===== config.mk =====
export PLATFORM = sky130hd
export DESIGN_NAME = dei_device_flat
export DESIGN_NICKNAME = d
export VERILOG_FILES = /design/src/dei_pkg.sv /design/src/dei_if.sv /design/src/dei_w1c_flags.sv /design/src/dei_device.sv /design/src/flat_wrapper.sv
export SDC_FILE = /design/constraint.sdc
export NUM_CORES = 1
export LEC_CHECK = 0
export BUFFER_PORTS_ARGS = -buffer_cell sky130_fd_sc_hd__buf_2
export CORE_ASPECT_RATIO = 1.75
export CORE_UTILIZATION = 35
export DETAILED_ROUTE_END_ITERATION = 6
export GPL_TIMING_DRIVEN = 0
export SETUP_SLACK_MARGIN = 0.15
export SYNTH_ARGS = -nofsm -noshare
export SYNTH_HDL_FRONTEND = slang
export SYNTH_SLANG_ARGS = --single-unit

===== constraint.sdc =====
create_clock -name clk -period 3.4 [get_ports clk]
set_input_delay 0.34 -clock clk [delete_from_list [all_inputs] [get_ports clk]]
set_output_delay 0.34 -clock clk [all_outputs]
set_load 0.1 [all_outputs]

===== src/dei_pkg.sv =====
// Shared constants for the bridge error-flag and interrupt logic and its host
package dei_pkg;
  // ==========================================================
  // Device register offsets
  localparam logic [7:0] OFF_SOFT_RESET = 8'h09;
  localparam logic [7:0] OFF_PLL_EN = 8'h0D;
  localparam logic [7:0] OFF_IRQ_EN = 8'hE0;
  localparam logic [7:0] OFF_CHA_EN = 8'hE1;
  localparam logic [7:0] OFF_CHB_EN = 8'hE2;
  localparam logic [7:0] OFF_FLAGS_A = 8'hE5;
  localparam logic [7:0] OFF_FLAGS_B = 8'hE6;
  // ==========================================================
  // Field positions and masks
  localparam int BIT_LOCK_LOSS = 0;
  localparam int BIT_CTL = 0;
  localparam int ERR_LSB = 2;
  localparam int ERR_MSB = 7;
  localparam int ERR_PROTOCOL = 1;
  localparam logic [7:0] MASK_A = 8'hFD;
  localparam logic [7:0] MASK_B = 8'hFC;
  localparam logic [7:0] ALL_ONES = 8'hFF;
  // ==========================================================
  // Reset values
  localparam logic [7:0] RST_FLAGS_A = 8'h01;
  localparam logic [7:0] RST_FLAGS_B = 8'h00;
  localparam logic [7:0] RST_ZERO = 8'h00;
  // ==========================================================
  // Host controller local offsets and control bits
  localparam logic [7:0] HOFF_CTRL = 8'h00;
  localparam logic [7:0] HOFF_STATUS = 8'h01;
  localparam logic [7:0] HOFF_RADDR = 8'h02;
  localparam logic [7:0] HOFF_RWDATA = 8'h03;
  localparam logic [7:0] HOFF_RREAD = 8'h04;
  localparam logic [7:0] HOFF_RRDATA = 8'h05;
  localparam int CTRL_START = 0;
  localparam int CTRL_STOP = 1;
  localparam int CTRL_CFG_DONE = 2;
  // ==========================================================
  // Timing
  localparam int CLK_HZ = 50_000_000;
  localparam int PLL_SETTLE_MS = 3;
  localparam int PLL_SETTLE_CYC = (PLL_SETTLE_MS * (CLK_HZ / 1000));
  // ==========================================================
  // Host sequencer states
  typedef enum logic [3:0] {
    HS_IDLE, HS_RWRITE, HS_RREAD, HS_RWAIT,
    HS_STOP_PLL, HS_STOP_STREAM, HS_STOP_LANES,
    HS_CLR_A, HS_CLR_B, HS_START_STREAM, HS_START_PLL, HS_SETTLE, HS_SOFT_RESET
  } dei_host_state_e;
endpackage


===== src/dei_if.sv =====
// Link between the bridge error logic and its host: register port, interrupt pin, video state
interface dei_if;
  logic [7:0] reg_addr;
  logic [7:0] reg_wdata;
  logic reg_wr;
  logic reg_rd;
  logic [7:0] reg_rdata;
  logic irq_out;
  logic irq_oe;
  logic irq_line;
  logic stream_active;
  logic lanes_lp11;

  // ==========================================================
  // Pin level: undriven interrupt pin is pulled low on the board
  assign irq_line = irq_oe & irq_out;

  modport dev (
    input reg_addr, input reg_wdata, input reg_wr, input reg_rd,
    output reg_rdata, output irq_out, output irq_oe,
    input stream_active, input lanes_lp11
  );
  modport host (
    output reg_addr, output reg_wdata, output reg_wr, output reg_rd,
    input reg_rdata, input irq_line,
    output stream_active, output lanes_lp11
  );
endinterface


===== src/dei_w1c_flags.sv =====
// Sticky write-one-to-clear flag register with set priority
module dei_w1c_flags #(
  parameter int WIDTH = 8,
  parameter logic [WIDTH-1:0] RESET_VALUE = '0,
  parameter logic [WIDTH-1:0] VALID = '1
) (
  input wire logic clk,
  input wire logic reset,
  input wire logic [WIDTH-1:0] set,
  input wire logic clear_wr,
  input wire logic [WIDTH-1:0] clear_data,
  output logic [WIDTH-1:0] flags
);
  logic [WIDTH-1:0] clear_bits;
  logic [WIDTH-1:0] next_flags;

  // Only a written one clears; a zero leaves the flag alone
  assign clear_bits = clear_wr ? clear_data : '0;
  // Set wins over a clear in the same cycle, so no event is lost
  assign next_flags = ((flags & ~clear_bits) | set) & VALID;

  always_ff @(posedge clk) begin
    if (reset) begin
      flags <= RESET_VALUE & VALID;
    end else begin
      flags <= next_flags;
    end
  end
endmodule


===== src/dei_device.sv =====
// Device end: error flags, interrupt enables, PLL enable and soft reset of the bridge
// Summary of operation
// - PLL lock loss sets flag A bit 0
// - Channel B sync error sets bit 7
// - Channel B checksum error sets bit 6
// - Channel B uncorrectable header error sets bit 5
// - Channel B corrected header error sets bit 4
// - Channel B protocol error sets bit 3
// - Lane merge faults reported as protocol error
// - Channel B leader bit error sets bit 2
// - Flags clear only by writing one
// - Interrupt needs flag, its enable, global enable
// - Channel A enables in bits 7..2, lock loss enable in bit 0
// - Channel B enables in bits 7..2
// - Host stops: PLL off, stream off, LP11
// - Host restarts: stream, PLL, wait 3 ms, reset
// - Soft reset during stream may set flags
// - Host clears flags before restarting video
// - Host streams only after full configuration
// - Global enable low leaves interrupt undriven
// - Channel A flags in bits 7..2, same order
//
// The implementer's own choice: the plain strobed port.
module dei_device #(
  parameter int ERR_W = 6
) (
  input wire logic clk,
  input wire logic reset,
  dei_if.dev link,
  input wire logic pll_locked,
  input wire logic [ERR_W-1:0] chan_a_err_events,
  input wire logic chan_a_lane_merge_fault,
  input wire logic chan_b_sync_fault,
  input wire logic chan_b_checksum_fault,
  input wire logic chan_b_header_uncorrectable,
  input wire logic chan_b_header_corrected,
  input wire logic chan_b_protocol_fault,
  input wire logic chan_b_lane_merge_fault,
  input wire logic chan_b_leader_bit_fault,
  output logic pll_enable,
  output logic soft_reset_pulse,
  output logic video_idle
);
  // ==========================================================
  // Register state
  logic irq_enable;
  logic [7:0] chan_a_enable;
  logic [7:0] chan_b_enable;
  logic [7:0] flags_a;
  logic [7:0] flags_b;
  logic [7:0] rdata;

  // ==========================================================
  // Lock status synchroniser and edge detect
  logic lock_meta;
  logic lock_sync;
  logic lock_prev;
  logic lock_lost;

  always_ff @(posedge clk) begin
    if (reset) begin
      lock_meta <= 1'b0;
      lock_sync <= 1'b0;
      lock_prev <= 1'b0;
    end else begin
      lock_meta <= pll_locked;
      lock_sync <= lock_meta;
      lock_prev <= lock_sync;
    end
  end

  // Only a locked-to-unlocked step counts, not a PLL that never locked
  assign lock_lost = lock_prev & ~lock_sync;

  // ==========================================================
  // Address decode
  logic hit_soft_reset;
  logic hit_pll_en;
  logic hit_irq_en;
  logic hit_cha_en;
  logic hit_chb_en;
  logic hit_flags_a;
  logic hit_flags_b;
  logic wr_soft_reset;
  logic wr_pll_en;
  logic wr_irq_en;
  logic wr_cha_en;
  logic wr_chb_en;
  logic wr_flags_a;
  logic wr_flags_b;

  assign hit_soft_reset = (link.reg_addr == dei_pkg::OFF_SOFT_RESET);
  assign hit_pll_en = (link.reg_addr == dei_pkg::OFF_PLL_EN);
  assign hit_irq_en = (link.reg_addr == dei_pkg::OFF_IRQ_EN);
  assign hit_cha_en = (link.reg_addr == dei_pkg::OFF_CHA_EN);
  assign hit_chb_en = (link.reg_addr == dei_pkg::OFF_CHB_EN);
  assign hit_flags_a = (link.reg_addr == dei_pkg::OFF_FLAGS_A);
  assign hit_flags_b = (link.reg_addr == dei_pkg::OFF_FLAGS_B);
  assign wr_soft_reset = link.reg_wr & hit_soft_reset;
  assign wr_pll_en = link.reg_wr & hit_pll_en;
  assign wr_irq_en = link.reg_wr & hit_irq_en;
  assign wr_cha_en = link.reg_wr & hit_cha_en;
  assign wr_chb_en = link.reg_wr & hit_chb_en;
  assign wr_flags_a = link.reg_wr & hit_flags_a;
  assign wr_flags_b = link.reg_wr & hit_flags_b;

  // ==========================================================
  // Soft reset side effect on an active stream
  logic reset_cuts_stream;
  logic soft_reset_req;

  assign soft_reset_req = wr_soft_reset & link.reg_wdata[dei_pkg::BIT_CTL];
  // A reset mid-packet breaks lane framing on both channels
  assign reset_cuts_stream = soft_reset_req & link.stream_active;

  // ==========================================================
  // Flag set vectors
  logic [7:0] set_a;
  logic [7:0] set_b;
  logic [ERR_W-1:0] events_a;
  logic [ERR_W-1:0] events_b;

  always_comb begin
    events_a = chan_a_err_events;
    events_a[dei_pkg::ERR_PROTOCOL] = chan_a_err_events[dei_pkg::ERR_PROTOCOL]
      | chan_a_lane_merge_fault | reset_cuts_stream;
  end

  assign events_b = {
    chan_b_sync_fault,
    chan_b_checksum_fault,
    chan_b_header_uncorrectable,
    chan_b_header_corrected,
    chan_b_protocol_fault | chan_b_lane_merge_fault | reset_cuts_stream,
    chan_b_leader_bit_fault
  };

  assign set_a = {events_a, 1'b0, lock_lost};
  assign set_b = {events_b, 2'b00};

  // ==========================================================
  // Sticky flag registers
  dei_w1c_flags #(
    .WIDTH(8),
    .RESET_VALUE(dei_pkg::RST_FLAGS_A),
    .VALID(dei_pkg::MASK_A)
  ) u_flags_a (
    .clk(clk),
    .reset(reset),
    .set(set_a),
    .clear_wr(wr_flags_a),
    .clear_data(link.reg_wdata),
    .flags(flags_a)
  );

  dei_w1c_flags #(
    .WIDTH(8),
    .RESET_VALUE(dei_pkg::RST_FLAGS_B),
    .VALID(dei_pkg::MASK_B)
  ) u_flags_b (
    .clk(clk),
    .reset(reset),
    .set(set_b),
    .clear_wr(wr_flags_b),
    .clear_data(link.reg_wdata),
    .flags(flags_b)
  );

  logic chan_b_sync_fault_flag;
  logic chan_b_checksum_fault_flag;
  logic chan_b_header_uncorrectable_flag;
  logic chan_b_header_corrected_flag;
  logic chan_b_protocol_fault_flag;
  logic chan_b_leader_bit_fault_flag;
  logic chan_a_sync_fault_flag;

  assign chan_b_sync_fault_flag = flags_b[7];
  assign chan_b_checksum_fault_flag = flags_b[6];
  assign chan_b_header_uncorrectable_flag = flags_b[5];
  assign chan_b_header_corrected_flag = flags_b[4];
  assign chan_b_protocol_fault_flag = flags_b[3];
  assign chan_b_leader_bit_fault_flag = flags_b[2];
  assign chan_a_sync_fault_flag = flags_a[7];

  // ==========================================================
  // Control registers
  always_ff @(posedge clk) begin
    if (reset) begin
      irq_enable <= 1'b0;
      pll_enable <= 1'b0;
      chan_a_enable <= dei_pkg::RST_ZERO;
      chan_b_enable <= dei_pkg::RST_ZERO;
      soft_reset_pulse <= 1'b0;
    end else begin
      if (wr_irq_en) begin
        irq_enable <= link.reg_wdata[dei_pkg::BIT_CTL];
      end
      if (wr_pll_en) begin
        pll_enable <= link.reg_wdata[dei_pkg::BIT_CTL];
      end
      if (wr_cha_en) begin
        chan_a_enable <= link.reg_wdata & dei_pkg::MASK_A;
      end
      if (wr_chb_en) begin
        chan_b_enable <= link.reg_wdata & dei_pkg::MASK_B;
      end
      soft_reset_pulse <= soft_reset_req;
    end
  end

  // ==========================================================
  // Interrupt pin
  logic any_pending;

  assign any_pending = |(flags_a & chan_a_enable) | |(flags_b & chan_b_enable);
  // Pin only driven while globally enabled, else left to the pull
  assign link.irq_oe = irq_enable;
  assign link.irq_out = irq_enable & any_pending;

  // ==========================================================
  // Read port: data in the cycle after the strobe only
  logic [7:0] read_mux;

  assign read_mux =
    hit_pll_en ? {7'b0, pll_enable} :
    hit_irq_en ? {7'b0, irq_enable} :
    hit_cha_en ? chan_a_enable :
    hit_chb_en ? chan_b_enable :
    hit_flags_a ? flags_a :
    hit_flags_b ? flags_b :
    dei_pkg::RST_ZERO;

  always_ff @(posedge clk) begin
    if (reset) begin
      rdata <= dei_pkg::RST_ZERO;
      video_idle <= 1'b0;
    end else begin
      rdata <= link.reg_rd ? read_mux : dei_pkg::RST_ZERO;
      video_idle <= link.lanes_lp11 & ~link.stream_active;
    end
  end

  assign link.reg_rdata = rdata;
endmodule


===== src/flat_wrapper.sv =====
// flat-port wrapper written by rule: the top's interface ports become plain ports
module dei_device_flat 
#(
  parameter int ERR_W = 6
)
  (clk, reset, pll_locked, chan_a_err_events, chan_a_lane_merge_fault, chan_b_sync_fault, chan_b_checksum_fault, chan_b_header_uncorrectable, chan_b_header_corrected, chan_b_protocol_fault, chan_b_lane_merge_fault, chan_b_leader_bit_fault, pll_enable, soft_reset_pulse, video_idle, link_reg_addr, link_reg_wdata, link_reg_wr, link_reg_rd, link_reg_rdata, link_irq_out, link_irq_oe, link_stream_active, link_lanes_lp11);
  dei_if link_i ();
  input wire logic clk;
  input wire logic reset;
  input wire logic pll_locked;
  input wire logic [ERR_W-1:0] chan_a_err_events;
  input wire logic chan_a_lane_merge_fault;
  input wire logic chan_b_sync_fault;
  input wire logic chan_b_checksum_fault;
  input wire logic chan_b_header_uncorrectable;
  input wire logic chan_b_header_corrected;
  input wire logic chan_b_protocol_fault;
  input wire logic chan_b_lane_merge_fault;
  input wire logic chan_b_leader_bit_fault;
  output logic pll_enable;
  output logic soft_reset_pulse;
  output logic video_idle;
  input wire logic [$bits(link_i.reg_addr)-1:0] link_reg_addr;
  input wire logic [$bits(link_i.reg_wdata)-1:0] link_reg_wdata;
  input wire logic [$bits(link_i.reg_wr)-1:0] link_reg_wr;
  input wire logic [$bits(link_i.reg_rd)-1:0] link_reg_rd;
  output wire logic [$bits(link_i.reg_rdata)-1:0] link_reg_rdata;
  output wire logic [$bits(link_i.irq_out)-1:0] link_irq_out;
  output wire logic [$bits(link_i.irq_oe)-1:0] link_irq_oe;
  input wire logic [$bits(link_i.stream_active)-1:0] link_stream_active;
  input wire logic [$bits(link_i.lanes_lp11)-1:0] link_lanes_lp11;
  assign link_i.reg_addr = link_reg_addr;
  assign link_i.reg_wdata = link_reg_wdata;
  assign link_i.reg_wr = link_reg_wr;
  assign link_i.reg_rd = link_reg_rd;
  assign link_reg_rdata = link_i.reg_rdata;
  assign link_irq_out = link_i.irq_out;
  assign link_irq_oe = link_i.irq_oe;
  assign link_i.stream_active = link_stream_active;
  assign link_i.lanes_lp11 = link_lanes_lp11;
  dei_device #(.ERR_W(ERR_W)) u_core (.clk(clk), .reset(reset), .link(link_i), .pll_locked(pll_locked), .chan_a_err_events(chan_a_err_events), .chan_a_lane_merge_fault(chan_a_lane_merge_fault), .chan_b_sync_fault(chan_b_sync_fault), .chan_b_checksum_fault(chan_b_checksum_fault), .chan_b_header_uncorrectable(chan_b_header_uncorrectable), .chan_b_header_corrected(chan_b_header_corrected), .chan_b_protocol_fault(chan_b_protocol_fault), .chan_b_lane_merge_fault(chan_b_lane_merge_fault), .chan_b_leader_bit_fault(chan_b_leader_bit_fault), .pll_enable(pll_enable), .soft_reset_pulse(soft_reset_pulse), .video_idle(video_idle));
endmodule

==> results.md, run 1 <==
* Clk buf depth at 2
* Placed instance area at ~2300 sq um
* I/O Buffers at 47
* Unique masters post-synth at 39
* Sequential area share after synthesis at 41.2%
* Setup TNS at 0 ns
* Die footprint at 5860 sq um
* Non-filler cells, final at 334
* Clock transition at path regs at 0.08 ns
* Layout Area Growth over Synthesis at 23.4%
* Share of the synthesized area in the top cell type at between 40% and 50%
* Total Wirelength at 5230 microns
* Syn avg cell area at approximately 9.5 sq um
* First-pass GRT wire length at 8600 microns
* Slew margin rel. at 45.7%
* DRC at 0
* Initial antenna violation count at 0
* Total grt overflow at 0
* Die Y at 101 microns
* Placement Setup Slack at about 1.2 ns
* Area contributors post-synth: dfxtp_1, mux2i_1, nand2b_1
* CP arrival at 1.64 ns
* Least-Margin Pin Slew at ~0.81 ns
* I/O pin count at 50
* Power density cells at 430 nW/um^2
* Sequential Area at 801 sq um
* Min-Delay Startpoint: link_stream_active
* Worst vdd ir at 0.000165 V
* Syn Inst Count at 205
* Synthesized net count at about 240
* Vias per inst at 5.19
* Crit path launch: u_core.u_flags_a.flags[4]$_SDFF_PP0_
* Layout cells sized above 1 at 23.8%
* Multi-input logic area at 1080 sq um
* H-Tree Depth at 2
* Data required, critical path at 3.06 ns
* Post-CTS setup buffers at 0
* Leakage at just over 1 nW
* Critical Path End Type: output pin
* Largest net degree at the start of global routing at 13
* Critical-path maximum fanout at 3
* RSZ-0062 raised after global routing: no
* Slew Limit Fails at 0
* Netlist Area Pre-Place at 1940 sq um
* Clk root buf: clkbuf_8
* Worst Skew at between 0.002 and 0.0025 ns
* Synth Register Bits at 40
* Finish-stage setup viols at 0
* Initial Utilization at 36.6%
* Core area at 5300 sq um
* Vias in the first global route at 1808
* Final GP Congestion at 0.819
* Tcrit/Tclk final at around 58%
* Largest area contributor in the netlist: dfxtp_1
* Synth top cells by count: dfxtp_1, nand2b_1, mux2i_1
* Antenna fix cells at 0
* Routed via count at 1734
* Count leader, synth: dfxtp_1
* Worst-skew pair later-pin latency at slightly below 0.3 ns
* CP startpoint kind: register
* Tot GR Track Use at 19.7%
* Ys async rst share at 0%
* Dominant synthesized flop cell: dfxtp_1
* Worst hold-check path type: in -> reg
* Setup WS post-layout at 1.42 ns
* Final Hold Vio Count at 0
* Fillers at 526
* Net total in the final layout at 296
* Clock sinks at 40
* CTS tree: yes
* Dpl hpwl at between 3000 and 4000 microns
* # rows at 35
* Status: completed
* Number of max-cap violations at 0
* Post-route minimum period at about 2.0 ns
* Ys Warns at 0
* Post-CTS sizing at 0
* Chip width at 58.3 microns
* Number of nets with antenna violations after routing at 0
* Max Clock Freq at 506 MHz
* DR pass1 iterations at 7
* Wire length per cell at approximately 16 microns
* Worst R2R Start: u_core.u_flags_a.flags[0]$_SDFF_PP1_
* Layout Utilization at a little under half
* Post-synth EDFFs at 0
* Placed cell count at 326
* Num CTS Buffers at 5
* Cell area after layout at roughly 2400 sq um
* DR iter-0 viols at between 100 and 150
* Post-CTS Hold Buffers at 0
* Crit Path Class: reg -> out
-- routing by layer --
metal,global-route usage (%),vias up,share of wire (%),wire [microns]
li1,-,859,-,-
met1,21.9,830,40,2070
met2,36.6,39,55,2890
met3,2.31,6,3.3,174
met4,8.42,0,1.7,89
met5,0,-,0,0
-- sequential cells by signal, summed over array words and instances, names as in the netlist, 6 cells and up --
signal / count
u_core.chan_a_enable: 7
u_core.link.reg_rdata: 7
u_core.u_flags_a.flags: 7
u_core.chan_b_enable: 6
u_core.u_flags_b.flags: 6
-- cell usage in the layout, fill, tap and decap left out, types with 2 or more instances in the layout --
cell type	n
buf_2	49
dfxtp_1	40
nand2b_1	26
mux2i_1	21
nor2_1	15
nor3b_1	13
nor2b_1	11
a211oi_1	10
clkbuf_1	7
clkbuf_8	7
a22oi_1	6
o22ai_1	6
o211a_1	6
nand3_1	5
nand2_1	4
nand4_1	3
inv_1	3
or4_1	2
or3b_1	2
buf_1	2
o41ai_1	2
-- area by class of cell --
type,instances,share of cell area (%)
inverter,3,0.470
buffer,12,2.14
timing repair buffer,47,9.82
clock inverter,1,1.25
sequential,40,33.4
multi-input combinational,150,45.0
tap,74,3.86
clock buffer,7,4.02
-- per-stage QoR --
step / hold WS [ns] / power (mW)
floorplan: 0.406 / 0.565
global placement: 0.420 / 0.613
detailed placement: 0.420 / 0.613
CTS: 0.217 / 1.04
global route: 0.236 / 1.06
finish: 0.226 / 1.03
-- logic make-up after synthesis --
kind of cell,count (synthesis),synth area share (%)
DFF,40,41.2
buffers and inverters,15,3.22
other,1,0.193
AOI/OAI and AO/OA,36,14.6
and+or+nand+nor,91,29.4
muxes,22,11.4
-- power by group --
part	internal (mW)	leakage [nW]	switching, mW
clock network	0.259	0.0645	0.168
logic	0.0474	0.640	0.0643
registers	0.481	0.327	0.00988
-- worst paths after layout --
path,cells past startpoint,end,slack (ns)
worst max-delay path,4,link_irq_out,1.42
worst min-delay path,2,u_core.video_idle$_SDFF_PP0_,0.23
worst max register to register,3,u_core.link.reg_rdata[0]$_SDFF_PP0_,2.43
worst min register to register,1,u_core.lock_sync$_SDFF_PP0_,0.44
-- worst max-delay path: stages (launching register included) --
cell	delay, ns
dfxtp_1	0.34
a222oi_1	0.38
nand3_1	0.12
o21a_1	0.20
buf_2	0.28
No activity file was read; power rests on OpenSTA's default activity.
==> inputs of run 2 (changes only) <==
- clock period: 3.4 -> 1.9 ns (I/O delays scaled with it)
==> results.md, run 2 (same netlist as run 1, synthesis figures left out) <==
* Status: completed
* Worst R2R Start: u_core.u_flags_a.flags[0]$_SDFF_PP1_
* Post-CTS setup buffers at 0 (unchanged)
* Number of nets with antenna violations after routing at 0 (unchanged)
* Slew Limit Fails at 0 (unchanged)
* Slew margin rel. at 47.5% (+1.8 points)
* Min-Delay Startpoint: link_stream_active
* First-pass GRT wire length at 8340 microns (-3.0%)
* Most frequent cells in the layout: buf_2, dfxtp_1, nand2b_1
* Net total in the final layout at 296 (unchanged)
* CP arrival at 1.50 ns (-0.14 ns)
* Post-route minimum period at 1.69 ns
* DR iter-0 viols at 69 (-35%)
* Num CTS Buffers at 5 (unchanged)
* Leakage at 1.02 nW (-0.67%)
* Finish-stage setup viols at 0 (unchanged)
* CP startpoint kind: register
* Largest net degree at the start of global routing at 12 (-1)
* Max Clock Freq at 591 MHz
* Least-Margin Pin Slew at 0.781 ns (-0.0265 ns)
* DR pass1 iterations at 5 (-2)
* Dpl hpwl at 3880 microns (-0.90%)
* Initial antenna violation count at 0 (unchanged)
* Total grt overflow at 0 (unchanged)
* Worst Skew at 0.00409 ns (+0.00173 ns)
* Critical Path End Type: output pin
* Power density cells at 705 nW/um^2 (+64%)
* Final Power at 1.69 mW (+64%)
* Number of max-cap violations at 0 (unchanged)
* Core area at 5300 sq um (unchanged)
* Cell area after layout at 2390 sq um (-0.31%)
* Routed via count at 1732 (-0.12%)
* # rows at 35 (unchanged)
* Commonest non-fill, non-tap cell in the layout: buf_2
* Die Y at 101 microns (unchanged)
* Total Wirelength at 5220 microns (-0.23%)
* Die footprint at 5860 sq um (unchanged)
* Layout Area Growth over Synthesis at 23.0%
* Antenna fix cells at 0 (unchanged)
* I/O Buffers at 47 (unchanged)
* Final GP Congestion at 0.840 (+2.6%)
* Crit path launch: u_core.chan_a_enable[4]$_SDFFE_PP0P_
* Worst vdd ir at 0.000373 V (+130%)
* Worst-skew pair later-pin latency at 0.29 ns (about the same)
* Worst hold-check path type: in -> reg
* Clock transition at path regs at 0.07 ns (about the same)
* Chip width at 58.3 microns (unchanged)
* Vias per inst at 5.20 (+0.18%)
* Final Hold Vio Count at 0 (unchanged)
* Placed instance area at 2270 sq um (+0.11%)
* Wire length per cell at 15.7 microns (about the same)
* Initial Utilization at 36.6% (unchanged)
* Crit Path Class: reg -> out
* Vias in the first global route at 1689 (-6.6%)
* DRC at 0 (unchanged)
* Clk root buf: clkbuf_8
* Post-CTS Hold Buffers at 0 (unchanged)
* I/O pin count at 50 (unchanged)
* Tcrit/Tclk final at 89.0%
* Critical-path maximum fanout at 3 (unchanged)
* Layout cells sized above 1 at 25.5% (+1.6 points)
* Data required, critical path at 1.71 ns (-1.35 ns)
* RSZ-0062 raised after global routing: yes
* Tot GR Track Use at 19.2% (-0.50 points)
* Clk buf depth at 2 (unchanged)
* Clock sinks at 40 (unchanged)
* H-Tree Depth at 2 (unchanged)
* CTS tree: yes
## run 2: cell types whose count changed in the layout (fill, tap and decap cells not counted), sizes merged
cell / previous run / this run
bufinv: 1 / 0
buf: 52 / 51
clkbuf: 14 / 15
## run 2: metrics by stage
stage	setup TNS, ns	cells	util (%)	setup WS [ns]	hold slack [ns]
3_3_place_gp	-0.979	326	42.9	-0.0963	0.375
5_1_grt	0	333	45.1	0.0683	0.0889
3_5_place_dp	-0.886	326	42.9	-0.0870	0.378
6_report	0	333	45.1	0.209	0.0792
2_1_floorplan	0	205	-	0.276	0.266
4_1_cts	0	333	44.8	0.154	0.0710
## run 2: power breakdown
part           internal (mW)  switching (mW)
registers              0.861          0.0182
logic                 0.0850           0.115
clock network          0.323           0.282
## run 2: final cells by class
class / instances / area, sq um
plain buffers: 12 / 52.6
clock buffers: 7 / 96.3
fillers: 534 / 2910
inverters: 3 / 11.3
multi-input cells: 150 / 1080
flip-flops and latches: 40 / 803
well taps: 74 / 92.6
repair buffers: 47 / 250
## run 2: worst paths after layout
check | cells past startpoint | end | slack, ns
min | 2 | u_core.video_idle$_SDFF_PP0_ | 0.08
max | 4 | link_irq_out | 0.21
max reg2reg | 3 | u_core.link.reg_rdata[0]$_SDFF_PP0_ | 0.93
min reg2reg | 1 | u_core.lock_sync$_SDFF_PP0_ | 0.43
## run 2: timing repair
| item | 4_1_cts | 5_1_grt |
|---|---|---|
| cloned | 0 | 0 |
| setup endpoints to repair | 1 | 12 |
| pin swaps | 0 | 3 |
| resized for setup | 2 | 5 |
## run 2: per-layer routing
metal	share of wire, %	GRT usage, %	wire [microns]	vias up
li1	-	-	-	860
met1	41	21.8	2140	833
met2	55	35.4	2880	33
met3	2.5	3.21	128	6
met4	1.4	6.59	75	0
met5	0	0	0	-
## run 2: worst max-delay path, stage by stage (launching register included)
cell,delay (ns)
dfxtp_2,0.33
a222oi_1,0.34
nand3_1,0.14
o21a_2,0.24
buf_12,0.17
